--- config.mk ---
export PLATFORM = sky130hd
export DESIGN_NAME = cos_top
export DESIGN_NICKNAME = d
export VERILOG_FILES = /design/src/design/cos_pkg.sv /design/src/design/cos_out_mux.sv /design/src/design/cos_sync.sv /design/src/design/cos_top.sv
export SDC_FILE = /design/constraint.sdc
export NUM_CORES = 1
export LEC_CHECK = 0
export ABC_AREA = 1
export CAP_MARGIN = 5
export CORE_MARGIN = 5
export CORE_UTILIZATION = 40
export CTS_BUF_LIST = sky130_fd_sc_hd__clkbuf_16
export CTS_CLUSTER_DIAMETER = 80
export DETAILED_ROUTE_END_ITERATION = 6
export DONT_BUFFER_PORTS = 1
export HOLD_SLACK_MARGIN = 0.08
export PLACE_DENSITY = 0.65
export RECOVER_POWER = 25
export SLEW_MARGIN = 0
export SYNTH_ARGS = -nofsm -noshare
export SYNTH_HDL_FRONTEND = slang
export SYNTH_SLANG_ARGS = --single-unit
--- constraint.sdc ---
create_clock -name ref_clk -period 2.3 [get_ports ref_clk]
set_input_delay 0.345 -clock ref_clk [delete_from_list [all_inputs] [get_ports ref_clk]]
set_output_delay 0.345 -clock ref_clk [all_outputs]
set_load 0.05 [all_outputs]
--- src/design/cos_pkg.sv ---
// package for the contact output selector: signal-type codes, alarm numbers,
// register map and field layouts.
// assumes one 10 MHz system clock and a synchronous active-high reset.
package cos_pkg;

  localparam int NUM_OUT   = 3;
  localparam int ALARM_W   = 7;
  localparam int NUM_ALARM = 128;
  localparam int SIG_W     = 4;

  // signal-type codes
  typedef enum logic [3:0] {
    COS_SIG_OFF  = 4'h0,
    COS_SIG_RUN  = 4'h1,
    COS_SIG_RMT  = 4'h2,
    COS_SIG_STOP = 4'h3,
    COS_SIG_WARN = 4'h4,
    COS_SIG_ANY  = 4'h5,
    COS_SIG_RDY  = 4'h6,
    COS_SIG_FREZ = 4'h7,
    COS_SIG_IN1  = 4'h8,
    COS_SIG_IN2  = 4'h9,
    COS_SIG_ASEL = 4'ha
  } cos_sig_t;

  // selected alarm numbers that the chosen-alarm output must match
  localparam logic [6:0] ALARM_INPUT1 = 7'h1f;
  localparam logic [6:0] ALARM_INPUT2 = 7'h20;
  localparam logic [6:0] ALARM_COND   = 7'h24;

  // per-output configuration
  typedef struct packed {
    cos_sig_t             sel;
    logic                 nc;
    logic [ALARM_W-1:0]   alarm_no;
  } cos_cfg_t;

  // internal conditions shared by all outputs
  typedef struct packed {
    logic running;
    logic remote;
    logic stop_alarm;
    logic warn_alarm;
    logic temp_ready;
    logic freeze_on;
    logic in1;
    logic in2;
  } cos_cond_t;

  // register map, byte addresses
  localparam logic [7:0] ADDR_CFG0   = 8'h00;
  localparam logic [7:0] ADDR_CFG1   = 8'h04;
  localparam logic [7:0] ADDR_CFG2   = 8'h08;
  localparam logic [7:0] ADDR_STATE  = 8'h0c;
  localparam logic [7:0] ADDR_STATUS = 8'h10;
  localparam logic [7:0] ADDR_MASK   = 8'h14;

  // cfg register fields: [6:0] alarm number, [8] nc, [15:12] signal type
  localparam int CFG_ALARM_LSB = 0;
  localparam int CFG_NC_BIT    = 8;
  localparam int CFG_SEL_LSB   = 12;

  // reset configuration: out1 run/no, out2 any alarm/nc, out3 ready/no
  localparam cos_cfg_t CFG0_RST = '{sel: COS_SIG_RUN, nc: 1'b0, alarm_no: 7'h01};
  localparam cos_cfg_t CFG1_RST = '{sel: COS_SIG_ANY, nc: 1'b1, alarm_no: 7'h01};
  localparam cos_cfg_t CFG2_RST = '{sel: COS_SIG_RDY, nc: 1'b0, alarm_no: 7'h01};

  localparam logic [2:0] MASK_RST = 3'h0;

endpackage

--- src/design/cos_out_mux.sv ---
// one contact output: picks the condition by signal type and applies polarity.
// assumes conditions are already synchronous to ref_clk; output is registered.
`timescale 1ns/100ps
module cos_out_mux (
  input  wire logic              ref_clk,
  input  wire logic              rst,
  input  wire cos_pkg::cos_cfg_t cfg,
  input  wire cos_pkg::cos_cond_t cond,
  input  wire logic              sel_alarm,
  output logic                   contact
);
  logic asserted;
  logic next_contact;

  always_comb
  begin
    asserted = 1'b0;
    unique case (cfg.sel)
      cos_pkg::COS_SIG_OFF:  asserted = 1'b0;
      cos_pkg::COS_SIG_RUN:  asserted = cond.running;
      cos_pkg::COS_SIG_RMT:  asserted = cond.remote;
      cos_pkg::COS_SIG_STOP: asserted = cond.stop_alarm;
      cos_pkg::COS_SIG_WARN: asserted = cond.warn_alarm;
      cos_pkg::COS_SIG_ANY:  asserted = cond.stop_alarm | cond.warn_alarm;
      cos_pkg::COS_SIG_RDY:  asserted = cond.temp_ready;
      cos_pkg::COS_SIG_FREZ: asserted = cond.freeze_on;
      cos_pkg::COS_SIG_IN1:  asserted = cond.in1;
      cos_pkg::COS_SIG_IN2:  asserted = cond.in2;
      cos_pkg::COS_SIG_ASEL: asserted = sel_alarm;
      default:               asserted = 1'b0;
    endcase
    if (cfg.sel == cos_pkg::COS_SIG_OFF)
      next_contact = 1'b0;
    else
      next_contact = asserted ^ cfg.nc;
  end

  always_ff @(posedge ref_clk)
  begin
    if (rst)
      contact <= 1'b0;
    else
      contact <= next_contact;
  end
endmodule // cos_out_mux

--- src/design/cos_sync.sv ---
// two-flop synchroniser for one level from outside the clock domain.
// assumes the input is a slow level such as a contact input.
`timescale 1ns/100ps
module cos_sync (
  input  wire logic ref_clk,
  input  wire logic rst,
  input  wire logic din,
  output logic      dout
);
  logic meta;
  logic next_meta;
  logic next_dout;

  always_comb
  begin
    next_meta = din;
    next_dout = meta;
  end

  always_ff @(posedge ref_clk)
  begin
    if (rst)
    begin
      meta <= 1'b0;
      dout <= 1'b0;
    end
    else
    begin
      meta <= next_meta;
      dout <= next_dout;
    end
  end
endmodule // cos_sync

--- src/design/cos_top.sv ---
// contact output selector: three configurable relay contact outputs with
// register port, interrupt on contact changes.
// assumes alarm vector and status inputs come from same-clock logic; the two
// contact inputs come from pins and are synchronised here.
//
// Summary of operation
// - three independent outputs, each with its own type, polarity and alarm number, held as levels.
// - the signal type picks the condition and the polarity decides close or open when asserted.
// - fault-stop type closes (no) or opens (nc) while a stop-class alarm is active.
// - warning type closes (no) or opens (nc) while a warning-class alarm is active.
// - general alarm type is asserted while any alarm of either class is active.
// - temperature-ready type follows the ready status with the chosen polarity.
// - pass-through with no polarity copies the chosen contact input as it is.
// - pass-through with nc polarity drives the inverse of the chosen contact input.
// - chosen-alarm type is asserted only while the configured alarm number is active.
// - alarm number for contact input 1 detection can be chosen and matched.
// - a distinct alarm number for contact input 2 detection can be chosen and matched.
// - conductivity-sensor failure number is matched like every other number.
//
// The implementer's own choices: the placing of the registers and the address-and-strobe port.
`timescale 1ns/100ps
module cos_top (
  input  wire logic                           ref_clk,
  input  wire logic                           rst,
  input  wire logic [7:0]                     addr,
  input  wire logic [31:0]                    wdata,
  input  wire logic                           wr,
  input  wire logic                           rd,
  output logic [31:0]                         rdata,
  input  wire logic                           running,
  input  wire logic                           remote,
  input  wire logic                           temp_ready,
  input  wire logic                           freeze_on,
  input  wire logic [cos_pkg::NUM_ALARM-1:0]  alarm_active,
  input  wire logic [cos_pkg::NUM_ALARM-1:0]  alarm_is_stop,
  input  wire logic                           contact_in1,
  input  wire logic                           contact_in2,
  output logic [cos_pkg::NUM_OUT-1:0]         contact_out,
  output logic                                irq
);
  localparam int N = cos_pkg::NUM_OUT;

  // the state word packs exactly three contacts; alarm numbers must index the whole vector
  if (N != 3 || cos_pkg::NUM_ALARM != (1 << cos_pkg::ALARM_W))
  begin : g_bad_size
    $error("output count or alarm width not supported");
  end

  cos_pkg::cos_cfg_t cfg [N];
  cos_pkg::cos_cfg_t next_cfg [N];
  logic [N-1:0]      status;
  logic [N-1:0]      next_status;
  logic [N-1:0]      mask;
  logic [N-1:0]      next_mask;
  logic [31:0]       next_rdata;
  logic              next_irq;
  logic              in1_s;
  logic              in2_s;
  logic              stop_any;
  logic              warn_any;
  logic [N-1:0]      sel_alarm;
  logic [N-1:0]      contact;
  logic [N-1:0]      contact_d;
  cos_pkg::cos_cond_t cond;

  function automatic cos_pkg::cos_cfg_t cfg_from_word(input logic [31:0] w);
    cos_pkg::cos_cfg_t c;
    c.sel      = cos_pkg::cos_sig_t'(w[cos_pkg::CFG_SEL_LSB +: cos_pkg::SIG_W]);
    c.nc       = w[cos_pkg::CFG_NC_BIT];
    c.alarm_no = w[cos_pkg::CFG_ALARM_LSB +: cos_pkg::ALARM_W];
    return c;
  endfunction

  function automatic logic [31:0] cfg_to_word(input cos_pkg::cos_cfg_t c);
    logic [31:0] w;
    w = 32'h0;
    w[cos_pkg::CFG_SEL_LSB +: cos_pkg::SIG_W]     = c.sel;
    w[cos_pkg::CFG_NC_BIT]                        = c.nc;
    w[cos_pkg::CFG_ALARM_LSB +: cos_pkg::ALARM_W] = c.alarm_no;
    return w;
  endfunction

  // pin inputs through two flops
  cos_sync u_sync1 (
    .ref_clk (ref_clk),
    .rst     (rst),
    .din     (contact_in1),
    .dout    (in1_s)
  );

  cos_sync u_sync2 (
    .ref_clk (ref_clk),
    .rst     (rst),
    .din     (contact_in2),
    .dout    (in2_s)
  );

  // alarm class summary
  always_comb
  begin
    stop_any = |(alarm_active & alarm_is_stop);
    warn_any = |(alarm_active & ~alarm_is_stop);
    cond.running    = running;
    cond.remote     = remote;
    cond.stop_alarm = stop_any;
    cond.warn_alarm = warn_any;
    cond.temp_ready = temp_ready;
    cond.freeze_on  = freeze_on;
    cond.in1        = in1_s;
    cond.in2        = in2_s;
  end

  for (genvar i = 0; i < N; i++)
  begin : g_out
    // sensor failure code
    // every listed number indexes the same vector, so none is special
    assign sel_alarm[i] = alarm_active[cfg[i].alarm_no];

    cos_out_mux u_mux (
      .ref_clk   (ref_clk),
      .rst       (rst),
      .cfg       (cfg[i]),
      .cond      (cond),
      .sel_alarm (sel_alarm[i]),
      .contact   (contact[i])
    );
  end

  assign contact_out = contact;

  // register file and interrupt
  always_comb
  begin
    for (int i = 0; i < N; i++)
    begin
      next_cfg[i] = cfg[i];
    end
    next_mask   = mask;
    next_status = status;
    next_rdata  = 32'h0;
    if (wr)
    begin
      unique case (addr)
        cos_pkg::ADDR_CFG0:   next_cfg[0] = cfg_from_word(wdata);
        cos_pkg::ADDR_CFG1:   next_cfg[1] = cfg_from_word(wdata);
        cos_pkg::ADDR_CFG2:   next_cfg[2] = cfg_from_word(wdata);
        cos_pkg::ADDR_MASK:   next_mask   = wdata[N-1:0];
        cos_pkg::ADDR_STATUS: next_status = status & ~wdata[N-1:0];
        default:              next_mask   = mask;
      endcase
    end
    // a contact change sets its bit; set beats a same-cycle clear
    next_status = next_status | (contact ^ contact_d);
    if (rd)
    begin
      unique case (addr)
        cos_pkg::ADDR_CFG0:   next_rdata = cfg_to_word(cfg[0]);
        cos_pkg::ADDR_CFG1:   next_rdata = cfg_to_word(cfg[1]);
        cos_pkg::ADDR_CFG2:   next_rdata = cfg_to_word(cfg[2]);
        cos_pkg::ADDR_STATE:  next_rdata = {27'h0, in2_s, in1_s, contact};
        cos_pkg::ADDR_STATUS: next_rdata = {29'h0, status};
        cos_pkg::ADDR_MASK:   next_rdata = {29'h0, mask};
        default:              next_rdata = 32'h0;
      endcase
    end
    next_irq = |(next_status & next_mask);
  end

  always_ff @(posedge ref_clk)
  begin
    if (rst)
    begin
      cfg[0]    <= cos_pkg::CFG0_RST;
      cfg[1]    <= cos_pkg::CFG1_RST;
      cfg[2]    <= cos_pkg::CFG2_RST;
      mask      <= cos_pkg::MASK_RST;
      status    <= '0;
      contact_d <= '0;
      rdata     <= 32'h0;
      irq       <= 1'b0;
    end
    else
    begin
      for (int i = 0; i < N; i++)
      begin
        cfg[i] <= next_cfg[i];
      end
      mask      <= next_mask;
      status    <= next_status;
      contact_d <= contact;
      rdata     <= next_rdata;
      irq       <= next_irq;
    end
  end

  // assertions on outputs 0, 1 and 2
  // disabled output stays open
  a_disabled_open: assert property (@(posedge ref_clk) disable iff (rst)
    $past(cfg[0].sel) == cos_pkg::COS_SIG_OFF |-> !contact_out[0])
    else $error("disabled output not open");
  a_stop_contact: assert property (@(posedge ref_clk) disable iff (rst)
    cfg[0].sel == cos_pkg::COS_SIG_STOP ##1 $stable(cfg[0])
    |-> contact_out[0] == ($past(stop_any) ^ $past(cfg[0].nc)))
    else $error("stop alarm contact wrong");
  a_warn_contact: assert property (@(posedge ref_clk) disable iff (rst)
    cfg[0].sel == cos_pkg::COS_SIG_WARN ##1 $stable(cfg[0])
    |-> contact_out[0] == ($past(warn_any) ^ $past(cfg[0].nc)))
    else $error("warning contact wrong");
  a_any_contact: assert property (@(posedge ref_clk) disable iff (rst)
    cfg[1].sel == cos_pkg::COS_SIG_ANY && cfg[1].nc && |alarm_active
    |=> !contact_out[1])
    else $error("any alarm contact not open");
  a_ready_contact: assert property (@(posedge ref_clk) disable iff (rst)
    cfg[2].sel == cos_pkg::COS_SIG_RDY && !cfg[2].nc |=> contact_out[2] == $past(temp_ready))
    else $error("ready contact wrong");
  a_pass_copy: assert property (@(posedge ref_clk) disable iff (rst)
    cfg[0].sel == cos_pkg::COS_SIG_IN1 && !cfg[0].nc |=> contact_out[0] == $past(in1_s))
    else $error("pass-through copy wrong");
  a_pass_invert: assert property (@(posedge ref_clk) disable iff (rst)
    cfg[0].sel == cos_pkg::COS_SIG_IN2 && cfg[0].nc |=> contact_out[0] == !$past(in2_s))
    else $error("pass-through invert wrong");
  a_sel_alarm: assert property (@(posedge ref_clk) disable iff (rst)
    cfg[1].sel == cos_pkg::COS_SIG_ASEL && !cfg[1].nc
    && cfg[1].alarm_no == cos_pkg::ALARM_INPUT1 |=> contact_out[1] == $past(alarm_active[31]))
    else $error("chosen alarm contact wrong");
  a_run_contact: assert property (@(posedge ref_clk) disable iff (rst)
    cfg[0].sel == cos_pkg::COS_SIG_RUN |=> contact_out[0] == ($past(running) ^ $past(cfg[0].nc)))
    else $error("run contact wrong");

  a_sel_input2: assert property (@(posedge ref_clk) disable iff (rst)
    cfg[2].sel == cos_pkg::COS_SIG_ASEL && cfg[2].alarm_no == cos_pkg::ALARM_INPUT2
    |=> contact_out[2] == ($past(alarm_active[32]) ^ $past(cfg[2].nc)))
    else $error("input 2 alarm contact wrong");
  a_sel_sensor: assert property (@(posedge ref_clk) disable iff (rst)
    cfg[0].sel == cos_pkg::COS_SIG_ASEL && cfg[0].alarm_no == cos_pkg::ALARM_COND
    |=> contact_out[0] == ($past(alarm_active[36]) ^ $past(cfg[0].nc)))
    else $error("sensor failure alarm contact wrong");
  a_any_close: assert property (@(posedge ref_clk) disable iff (rst)
    cfg[2].sel == cos_pkg::COS_SIG_ANY && !cfg[2].nc && |alarm_active |=> contact_out[2])
    else $error("any alarm contact not closed");
  a_pass_in2: assert property (@(posedge ref_clk) disable iff (rst)
    cfg[1].sel == cos_pkg::COS_SIG_IN2 && !cfg[1].nc |=> contact_out[1] == $past(in2_s))
    else $error("input 2 pass-through wrong");
  a_invert_in1: assert property (@(posedge ref_clk) disable iff (rst)
    cfg[2].sel == cos_pkg::COS_SIG_IN1 && cfg[2].nc |=> contact_out[2] == !$past(in1_s))
    else $error("input 1 invert wrong");
  a_ready_nc: assert property (@(posedge ref_clk) disable iff (rst)
    cfg[2].sel == cos_pkg::COS_SIG_RDY && cfg[2].nc |=> contact_out[2] == !$past(temp_ready))
    else $error("ready nc contact wrong");

  // status, interrupt and read data
  a_irq_level: assert property (@(posedge ref_clk) disable iff (rst)
    irq == |(status & mask))
    else $error("irq does not follow status and mask");
  a_rdata_idle: assert property (@(posedge ref_clk) disable iff (rst)
    !rd |=> rdata == 32'h0)
    else $error("read data without read");

  for (genvar j = 0; j < N; j++)
  begin : g_chk
    a_off_open: assert property (@(posedge ref_clk) disable iff (rst)
      cfg[j].sel == cos_pkg::COS_SIG_OFF |=> !contact_out[j])
      else $error("disabled output closed");
    // contact change sets status
    a_change_status: assert property (@(posedge ref_clk) disable iff (rst)
      $changed(contact_out[j]) |=> status[j])
      else $error("contact change not latched");
    a_run_each: assert property (@(posedge ref_clk) disable iff (rst)
      cfg[j].sel == cos_pkg::COS_SIG_RUN
      |=> contact_out[j] == ($past(running) ^ $past(cfg[j].nc)))
      else $error("run contact wrong on output");
    a_stop_each: assert property (@(posedge ref_clk) disable iff (rst)
      cfg[j].sel == cos_pkg::COS_SIG_STOP
      |=> contact_out[j] == ($past(stop_any) ^ $past(cfg[j].nc)))
      else $error("stop contact wrong on output");
    a_warn_each: assert property (@(posedge ref_clk) disable iff (rst)
      cfg[j].sel == cos_pkg::COS_SIG_WARN
      |=> contact_out[j] == ($past(warn_any) ^ $past(cfg[j].nc)))
      else $error("warning contact wrong on output");
  end
endmodule // cos_top

==> results.md, run 1 <==
* Result of the run: complete, no violations
* Number of stages on the worst hold path at 2
* Count of inserted antenna diode cells at 0
* Post-synth top area cell: sky130_fd_sc_hd__nand2_1
* Maximum buffer depth of the clock tree at 2
* Core area at roughly 0.023 mm2
* Final layout net count at ~2,200
* Most frequent cells after synthesis: sky130_fd_sc_hd__nand2_1, sky130_fd_sc_hd__nand3_1, sky130_fd_sc_hd__inv_1
* Synth warnings at 0
* Clk slew on worst S/H paths at approximately 0.060 ns
* Reg2Reg Depth at 10
* TritonRoute pass-1 iters at 6
* Antenna violations before repair at 0
* Area growth from synthesis to layout at 6.42%
* Setup violations, final at 0
* Origin of the critical flop-to-flop path: cfg[0][15]
* Worst setup SP type: register
* Fraction of final layout cells with drive strength greater than 1 at about 3.9%
* Number of buffers created by CTS at 9
* Capture endpoint of the worst hold path: u_sync2.meta
* Insertion delay to the later sink of the worst-skew pair at between 0.3 and 0.4 ns
* Total routing resource utilization after global routing at between 20% and 30%
* Hold_sp: contact_in2
* Post-layout minimum cycle time at around 2 ns
* Synth Register Bits at 65
* Sequential element share of the synthesized area at between 10% and 20%
* Total via count after detailed routing at approximately 12,000
* Worst slack at placement at ~0.18 ns
* Area contributors post-synth: sky130_fd_sc_hd__nand2_1, sky130_fd_sc_hd__nand3_1, sky130_fd_sc_hd__dfxtp_1, sky130_fd_sc_hd__inv_1, sky130_fd_sc_hd__nor2_1
* Slew Limit Headroom at a little under half
* Sum of negative setup slack at 0 ns
* Portion of synthesized cell area occupied by the leading cell type at 33.8%
* Top flip-flop cell by instance count after synthesis: sky130_fd_sc_hd__dfxtp_1
* Distinct cell type count of the synthesized netlist at 36
* CTS Root Buffer Type: sky130_fd_sc_hd__clkbuf_16
* Setup slack of the critical path after layout at 0.283 ns
* Avg Vias per Cell at approximately 5.6
* TritonCTS clock tree: done
* RSZ-0062 raised after global routing: no
* Final cycle utilization of the critical path at 87.7%
* Number of sinks on the clock net at 65
* Critical register-to-register path endpoint: g_out[1].u_mux.contact
* Critical Setup Path Class: register to register
* Critical-path maximum fanout at 10
* Number of max-cap violations at 0
* Largest vdd supply drop at around 0.28 mV
* Count of boundary I/O pins at about 340
* Average wire length per cell after detail routing at around 18 um
* Worst EP arrival at about 2.3 ns
* Reg-to-reg slack, setup at around 0.28 ns
* Die height at 161 um
* Final weighted congestion in routability-driven placement at 0.923
* Wire length of the first global-routing pass at around 58,000 um
* Total leakage power at 5.05 nW
* Hold Crit Class: input pin to register
* Cell with the most instances after synthesis: sky130_fd_sc_hd__nand2_1
* Post-CTS Setup Inserts at 0
* Critical path required time at roughly 2.6 ns
* Final routed DRC violation total at 0
* Critical Path End Type: register
* Worst-margin pin slew at roughly 0.82 ns
* Detailed Route Iter0 Violations at around 1,200
* Starting density of the core at around two fifths
* Maximum number of pins on one net before global-route repair at 55
* Area of the mapped netlist at 0.00916 mm2
* DP HPWL at between 20,000 and 30,000 um
* Post-synth EDFFs at 0
* Final setup skew at approximately 0.0064 ns
* Hold Fails Final Rpt at 0
* Total congestion overflow after global routing at 0
* Horizontal extent of the die at 161 um
* Instance count of the mapped netlist at 1,884
* Proportion of synthesized flip-flops having asynchronous set or reset at 0%
* Vias in the first global route at approximately 11,000
* Port bufs at 0
* Post-Synthesis Mean Instance Area at 4.86 um2
* Max Clk Rate at approximately 0.50 GHz
* Fin. max-slew vios at 0
* Number of nets still failing antenna checks after routing at 0
* Power density normalized to cell area at ~340 mW/mm2
* Total number of H-tree levels at 3
* Drt total wl at 37,800 um
* Site row count at 55
* Total Die Area at 0.0260 mm2
[per-layer routing]
metal	wire, um	share of wire (%)	track usage (%)	up-vias
li1	-	-	-	5877
met1	14500	38	33.6	5192
met2	17200	46	45.6	728
met3	4680	12	7.66	102
met4	1400	3.7	10.7	0
met5	0	0	0	-
[cells in the final DEF (no fill, tap or decap), types with 2 or more instances in the layout]
cell type	count
sky130_fd_sc_hd__buf_4	35
sky130_fd_sc_hd__o221ai_1	4
sky130_fd_sc_hd__xnor2_1	3
sky130_fd_sc_hd__o21ai_1	2
sky130_fd_sc_hd__inv_1	195
sky130_fd_sc_hd__clkbuf_1	4
sky130_fd_sc_hd__clkbuf_16	9
sky130_fd_sc_hd__a41oi_1	2
sky130_fd_sc_hd__buf_12	7
sky130_fd_sc_hd__o21bai_1	3
sky130_fd_sc_hd__nand2_1	824
sky130_fd_sc_hd__nor4_1	6
sky130_fd_sc_hd__a221oi_1	3
sky130_fd_sc_hd__o21ai_0	88
sky130_fd_sc_hd__nand4_1	4
sky130_fd_sc_hd__dfxtp_1	62
sky130_fd_sc_hd__inv_2	6
sky130_fd_sc_hd__nor3_1	12
sky130_fd_sc_hd__a21oi_1	43
sky130_fd_sc_hd__o211ai_1	6
sky130_fd_sc_hd__dfxtp_2	3
sky130_fd_sc_hd__o22ai_1	14
sky130_fd_sc_hd__clkinv_4	2
sky130_fd_sc_hd__conb_1	20
sky130_fd_sc_hd__nor2_1	118
sky130_fd_sc_hd__bufinv_16	2
sky130_fd_sc_hd__inv_4	2
sky130_fd_sc_hd__clkinv_1	5
sky130_fd_sc_hd__nand3_1	361
[area by class of cell]
type,count,area (um2)
Timing Repair Buffer,47,428
Fill cell,2525,12800
Clock buffer,9,225
Inverter,208,786
Multi-Input combinational cell,1521,6540
Clock inverter,7,103
Tap cell,285,357
Sequential cell,65,1310
[worst max-delay path: stages (launching register included)]
cell and delay (ns):
sky130_fd_sc_hd__dfxtp_1 0.33, sky130_fd_sc_hd__clkinv_1 0.50, sky130_fd_sc_hd__nand3_1 0.30, sky130_fd_sc_hd__nand2_1 0.15
sky130_fd_sc_hd__nand2_1 0.09, sky130_fd_sc_hd__nand3_1 0.08, sky130_fd_sc_hd__nand3_1 0.14, sky130_fd_sc_hd__nand3_1 0.11
sky130_fd_sc_hd__nand2_1 0.08, sky130_fd_sc_hd__nand2_1 0.05, sky130_fd_sc_hd__a21oi_1 0.13
[worst max-delay path by stage]
| stage | start | depth (start not counted) | end |
|---|---|---|---|
| 2_1_floorplan | addr[7] | 10 | cfg[0][30] |
| 3_3_place_gp | alarm_is_stop[122] | 13 | g_out[0].u_mux.contact |
| 3_5_place_dp | alarm_is_stop[118] | 13 | g_out[0].u_mux.contact |
| 4_1_cts | cfg[0][24] | 14 | g_out[2].u_mux.contact |
| 5_1_grt | cfg[0][24] | 14 | g_out[2].u_mux.contact |
| 6_report | cfg[0][15] | 10 | g_out[1].u_mux.contact |
[stage by stage]
| step | util [%] | std cells | area, um2 | hold slack [ns] | total power, W |
|---|---|---|---|---|---|
| after CTS | 43.3 | 2142 | 9780 | 0.112 | 0.00334 |
| after floorplan | - | 1903 | 9230 | 0.388 | 0.00176 |
| after global placement | 41.8 | 2125 | 9440 | 0.401 | 0.00183 |
| after detailed placement | 41.8 | 2125 | 9440 | 0.398 | 0.00184 |
| final | 43.2 | 2142 | 9750 | 0.120 | 0.00332 |
| after global routing | 43.2 | 2142 | 9750 | 0.121 | 0.00349 |
[state kept, by name (all words and copies together), names as in the netlist, 3 cells and up]
name / flops
status: 3
g_out.u_mux.contact: 3
contact_d: 3
rdata: 12
cfg: 36
mask: 3
[cells by family (layout without fill, tap and decap cells)]
| kind of cell | after synthesis | count (layout) | share of synthesized area [%] |
|---|---|---|---|
| and+or+nand+nor | 1331 | 1331 | 60.6 |
| buffers and inverters | 317 | 271 | 14.9 |
| AOI/OAI and AO/OA | 167 | 167 | 9.99 |
| DFF | 65 | 65 | 14.2 |
| xor gates and xnor gates | 3 | 3 | 0.287 |
| other | 1 | 20 | 0.0409 |
[power by group]
group | internal, W | leakage [nW] | switching [W] | total [W]
clock | 0.000961 | 0.162 | 0.000542 | 0.00150
sequential | 0.00114 | 0.525 | 0.00000618 | 0.00114
combinational | 0.000256 | 4.36 | 0.000420 | 0.000676
[timing repair]
action                                  CTS  global route
hold endpoints to repair                 13             0
hold buffers                              1             0
endpoints found under the setup margin    0             0
gates resized for setup                   0             0
Power figures use the tool's default switching activity.
==> run 2: changes to the inputs <==
- MAX_ROUTING_LAYER: default -> met4
- REMOVE_ABC_BUFFERS: default -> 1
==> run 2 against run 1 <==
Sequential power hardly changed. Critical path depth is 1 higher. Core utilization up 0.15 points. Final cell count is the same. Setup slack better by 0.010 ns. Global-route usage is 0.73 points higher. Design area is 0.35% higher. Wire length rose by 0.55%. Critical endpoint is now g_out[2].u_mux.contact. Largest power group unchanged. Highest routed layer unchanged.
==> results.md, run 2 (same netlist as run 1, synthesis figures left out) <==
* Worst EP arrival at roughly 2.3 ns
* Maximum buffer depth of the clock tree at 2
* DP HPWL at about 29,000 um
* Area growth from synthesis to layout at 6.79%
* Critical path's largest stage delay at roughly 0.50 ns
* Vias in the first global route at 10,827
* Average wire length per cell after detail routing at between 15 and 20 um
* Port bufs at 0
* Cells resized by post-CTS repair at 0
* Detailed Route Iter0 Violations at ~1,300
* List of cells traversed by the critical path: buf_4, nand3_1, nand3_1, nand3_1, nand2_1, nand2_1, nand3_1, nand3_1, nand3_1, nand3_1, a21oi_1
* Number of sinks on the clock net at between 60 and 70
* Hold Crit Class: input pin to register
* Final routed DRC violation total at 0
* Total Die Area at 0.0260 mm2
* Result of the run: complete, no violations
* Maximum number of pins on one net before global-route repair at 70
* Total number of H-tree levels at 3
* Power density normalized to cell area at 344 mW/mm2
* Clk slew on worst S/H paths at 0.05 ns
* Final layout net count at 2,158
* Number of buffers created by CTS at 9
* Insertion delay to the later sink of the worst-skew pair at 0.32 ns
* Total routing resource utilization after global routing at 28.1%
* Critical Setup Path Class: register to register
* Final weighted congestion in routability-driven placement at 0.934
* Avg Vias per Cell at 5.56
* Leading cell type in the layout, fill and taps excluded: sky130_fd_sc_hd__nand2_1
* Fraction of final layout cells with drive strength greater than 1 at under 10%
* Starting density of the core at about two fifths
* Slew Limit Headroom at between 40% and 50%
* Worst setup SP type: register
* TritonRoute pass-1 iters at 6
* Core area at about 0.023 mm2
* Most frequent cells in the layout: sky130_fd_sc_hd__nand2_1, sky130_fd_sc_hd__nand3_1, sky130_fd_sc_hd__inv_1
* Hold Fails Final Rpt at 0
* Wire length of the first global-routing pass at about 58,000 um
* RSZ-0062 raised after global routing: no
* Instance area after placement at around 0.0094 mm2
* Number of nets still failing antenna checks after routing at 0
* Post-Layout Inst Area at roughly 0.01 mm2
* Fin. max-slew vios at 0
* Count of boundary I/O pins at around 340
* Most frequent CP cell: sky130_fd_sc_hd__nand3_1
* Final cycle utilization of the critical path at approximately 87%
* Die height at approximately 160 um
* Drt total wl at around 38,000 um
* Register with the highest flop count: cfg
* Total via count after detailed routing at 11,907
* Final setup skew at between 0.006 and 0.007 ns
* TritonCTS clock tree: done
* Largest vdd supply drop at 0.337 mV
* Critical-path maximum fanout at 38
* Number of max-cap violations at 0
* Critical Path End Type: register
* Worst-margin pin slew at 0.870 ns
* Setup violations, final at 0
* Critical path required time at between 2 and 3 ns
* Total congestion overflow after global routing at 0
* Largest registers: cfg: 36 flops, rdata: 12 flops
* CTS Root Buffer Type: sky130_fd_sc_hd__clkbuf_16
* Flip-flop count of the largest register after layout at 36
* Count of inserted antenna diode cells at 0
* Antenna violations before repair at 0
* Max Clk Rate at around 0.5 GHz
* Post-layout minimum cycle time at about 2 ns
* Slowest stage cell, crit path: sky130_fd_sc_hd__buf_4
* Worst-case hold slack at about 0.086 ns
* Horizontal extent of the die at roughly 160 um
* Site row count at 55
* Total leakage power at around 5 nW
run 2: cell count changes in the layout (fill, tap and decap cells not counted), sizes merged:
cell,before,now
clkinvlp,0,1
dlygate4sd3,1,2
clkinv,8,7
bufinv,2,3
inv,205,204
clkbuf,13,12
run 2: per-stage QoR:
| step | worst slack, ns | util [%] | total power, W | instances | setup TNS (ns) |
|---|---|---|---|---|---|
| floorplan | -1.08 | - | 0.00172 | 1794 | -3.95 |
| global placement | 0.207 | 41.8 | 0.00183 | 2124 | 0 |
| detailed placement | 0.202 | 41.8 | 0.00184 | 2124 | 0 |
| CTS | 0.315 | 43.3 | 0.00338 | 2141 | 0 |
| global route | 0.0938 | 43.3 | 0.00354 | 2142 | 0 |
| finish | 0.293 | 43.3 | 0.00336 | 2142 | 0 |
run 2: timing repair:
item                      in CTS  in global routing
hold buffers                   1                  1
hold endpoints to repair       1                  6
buffers inserted               0                  0
run 2: layout make-up:
cell class	count	area, um2
sequential	65	1310
tap	285	357
clock buffer	9	225
multi-input combinational	1521	6560
inverter	208	786
clock inverter	7	110
timing repair buffer	47	434
fill	2542	12800
run 2: power by group:
part | total (W) | leakage, nW | internal [W] | switching (W)
sequential | 0.00115 | 0.525 | 0.00114 | 0.00000651
clock | 0.00154 | 0.164 | 0.00105 | 0.000494
combinational | 0.000674 | 4.38 | 0.000258 | 0.000416
run 2: path summary, 6_finish.rpt:
check | start | endpoint | slack [ns] | cells past startpoint
worst max-delay path | cfg[0][25] | g_out[2].u_mux.contact | 0.29 | 11
worst min-delay path | rst | status[0] | 0.09 | 1
worst max register to register | cfg[0][25] | g_out[2].u_mux.contact | 0.29 | 11
worst min register to register | u_sync2.meta | u_sync2.dout | 0.40 | 2
run 2: worst max-delay path: cells and delay by family (launching register included):
kind / cells / cell delay [ns]
compound gates: 1 / 0.14
buf+inv: 1 / 0.50
simple gates: 9 / 0.95
flops: 1 / 0.34
run 2: routing by layer:
metal  vias up  share of wire, %  global-route usage, %
met5         -                 0                      -
met4         0               3.1                   9.50
met3       104                12                   6.81
met2       714                46                   45.8
met1      5211                39                   34.2
li1       5878                 -                      -
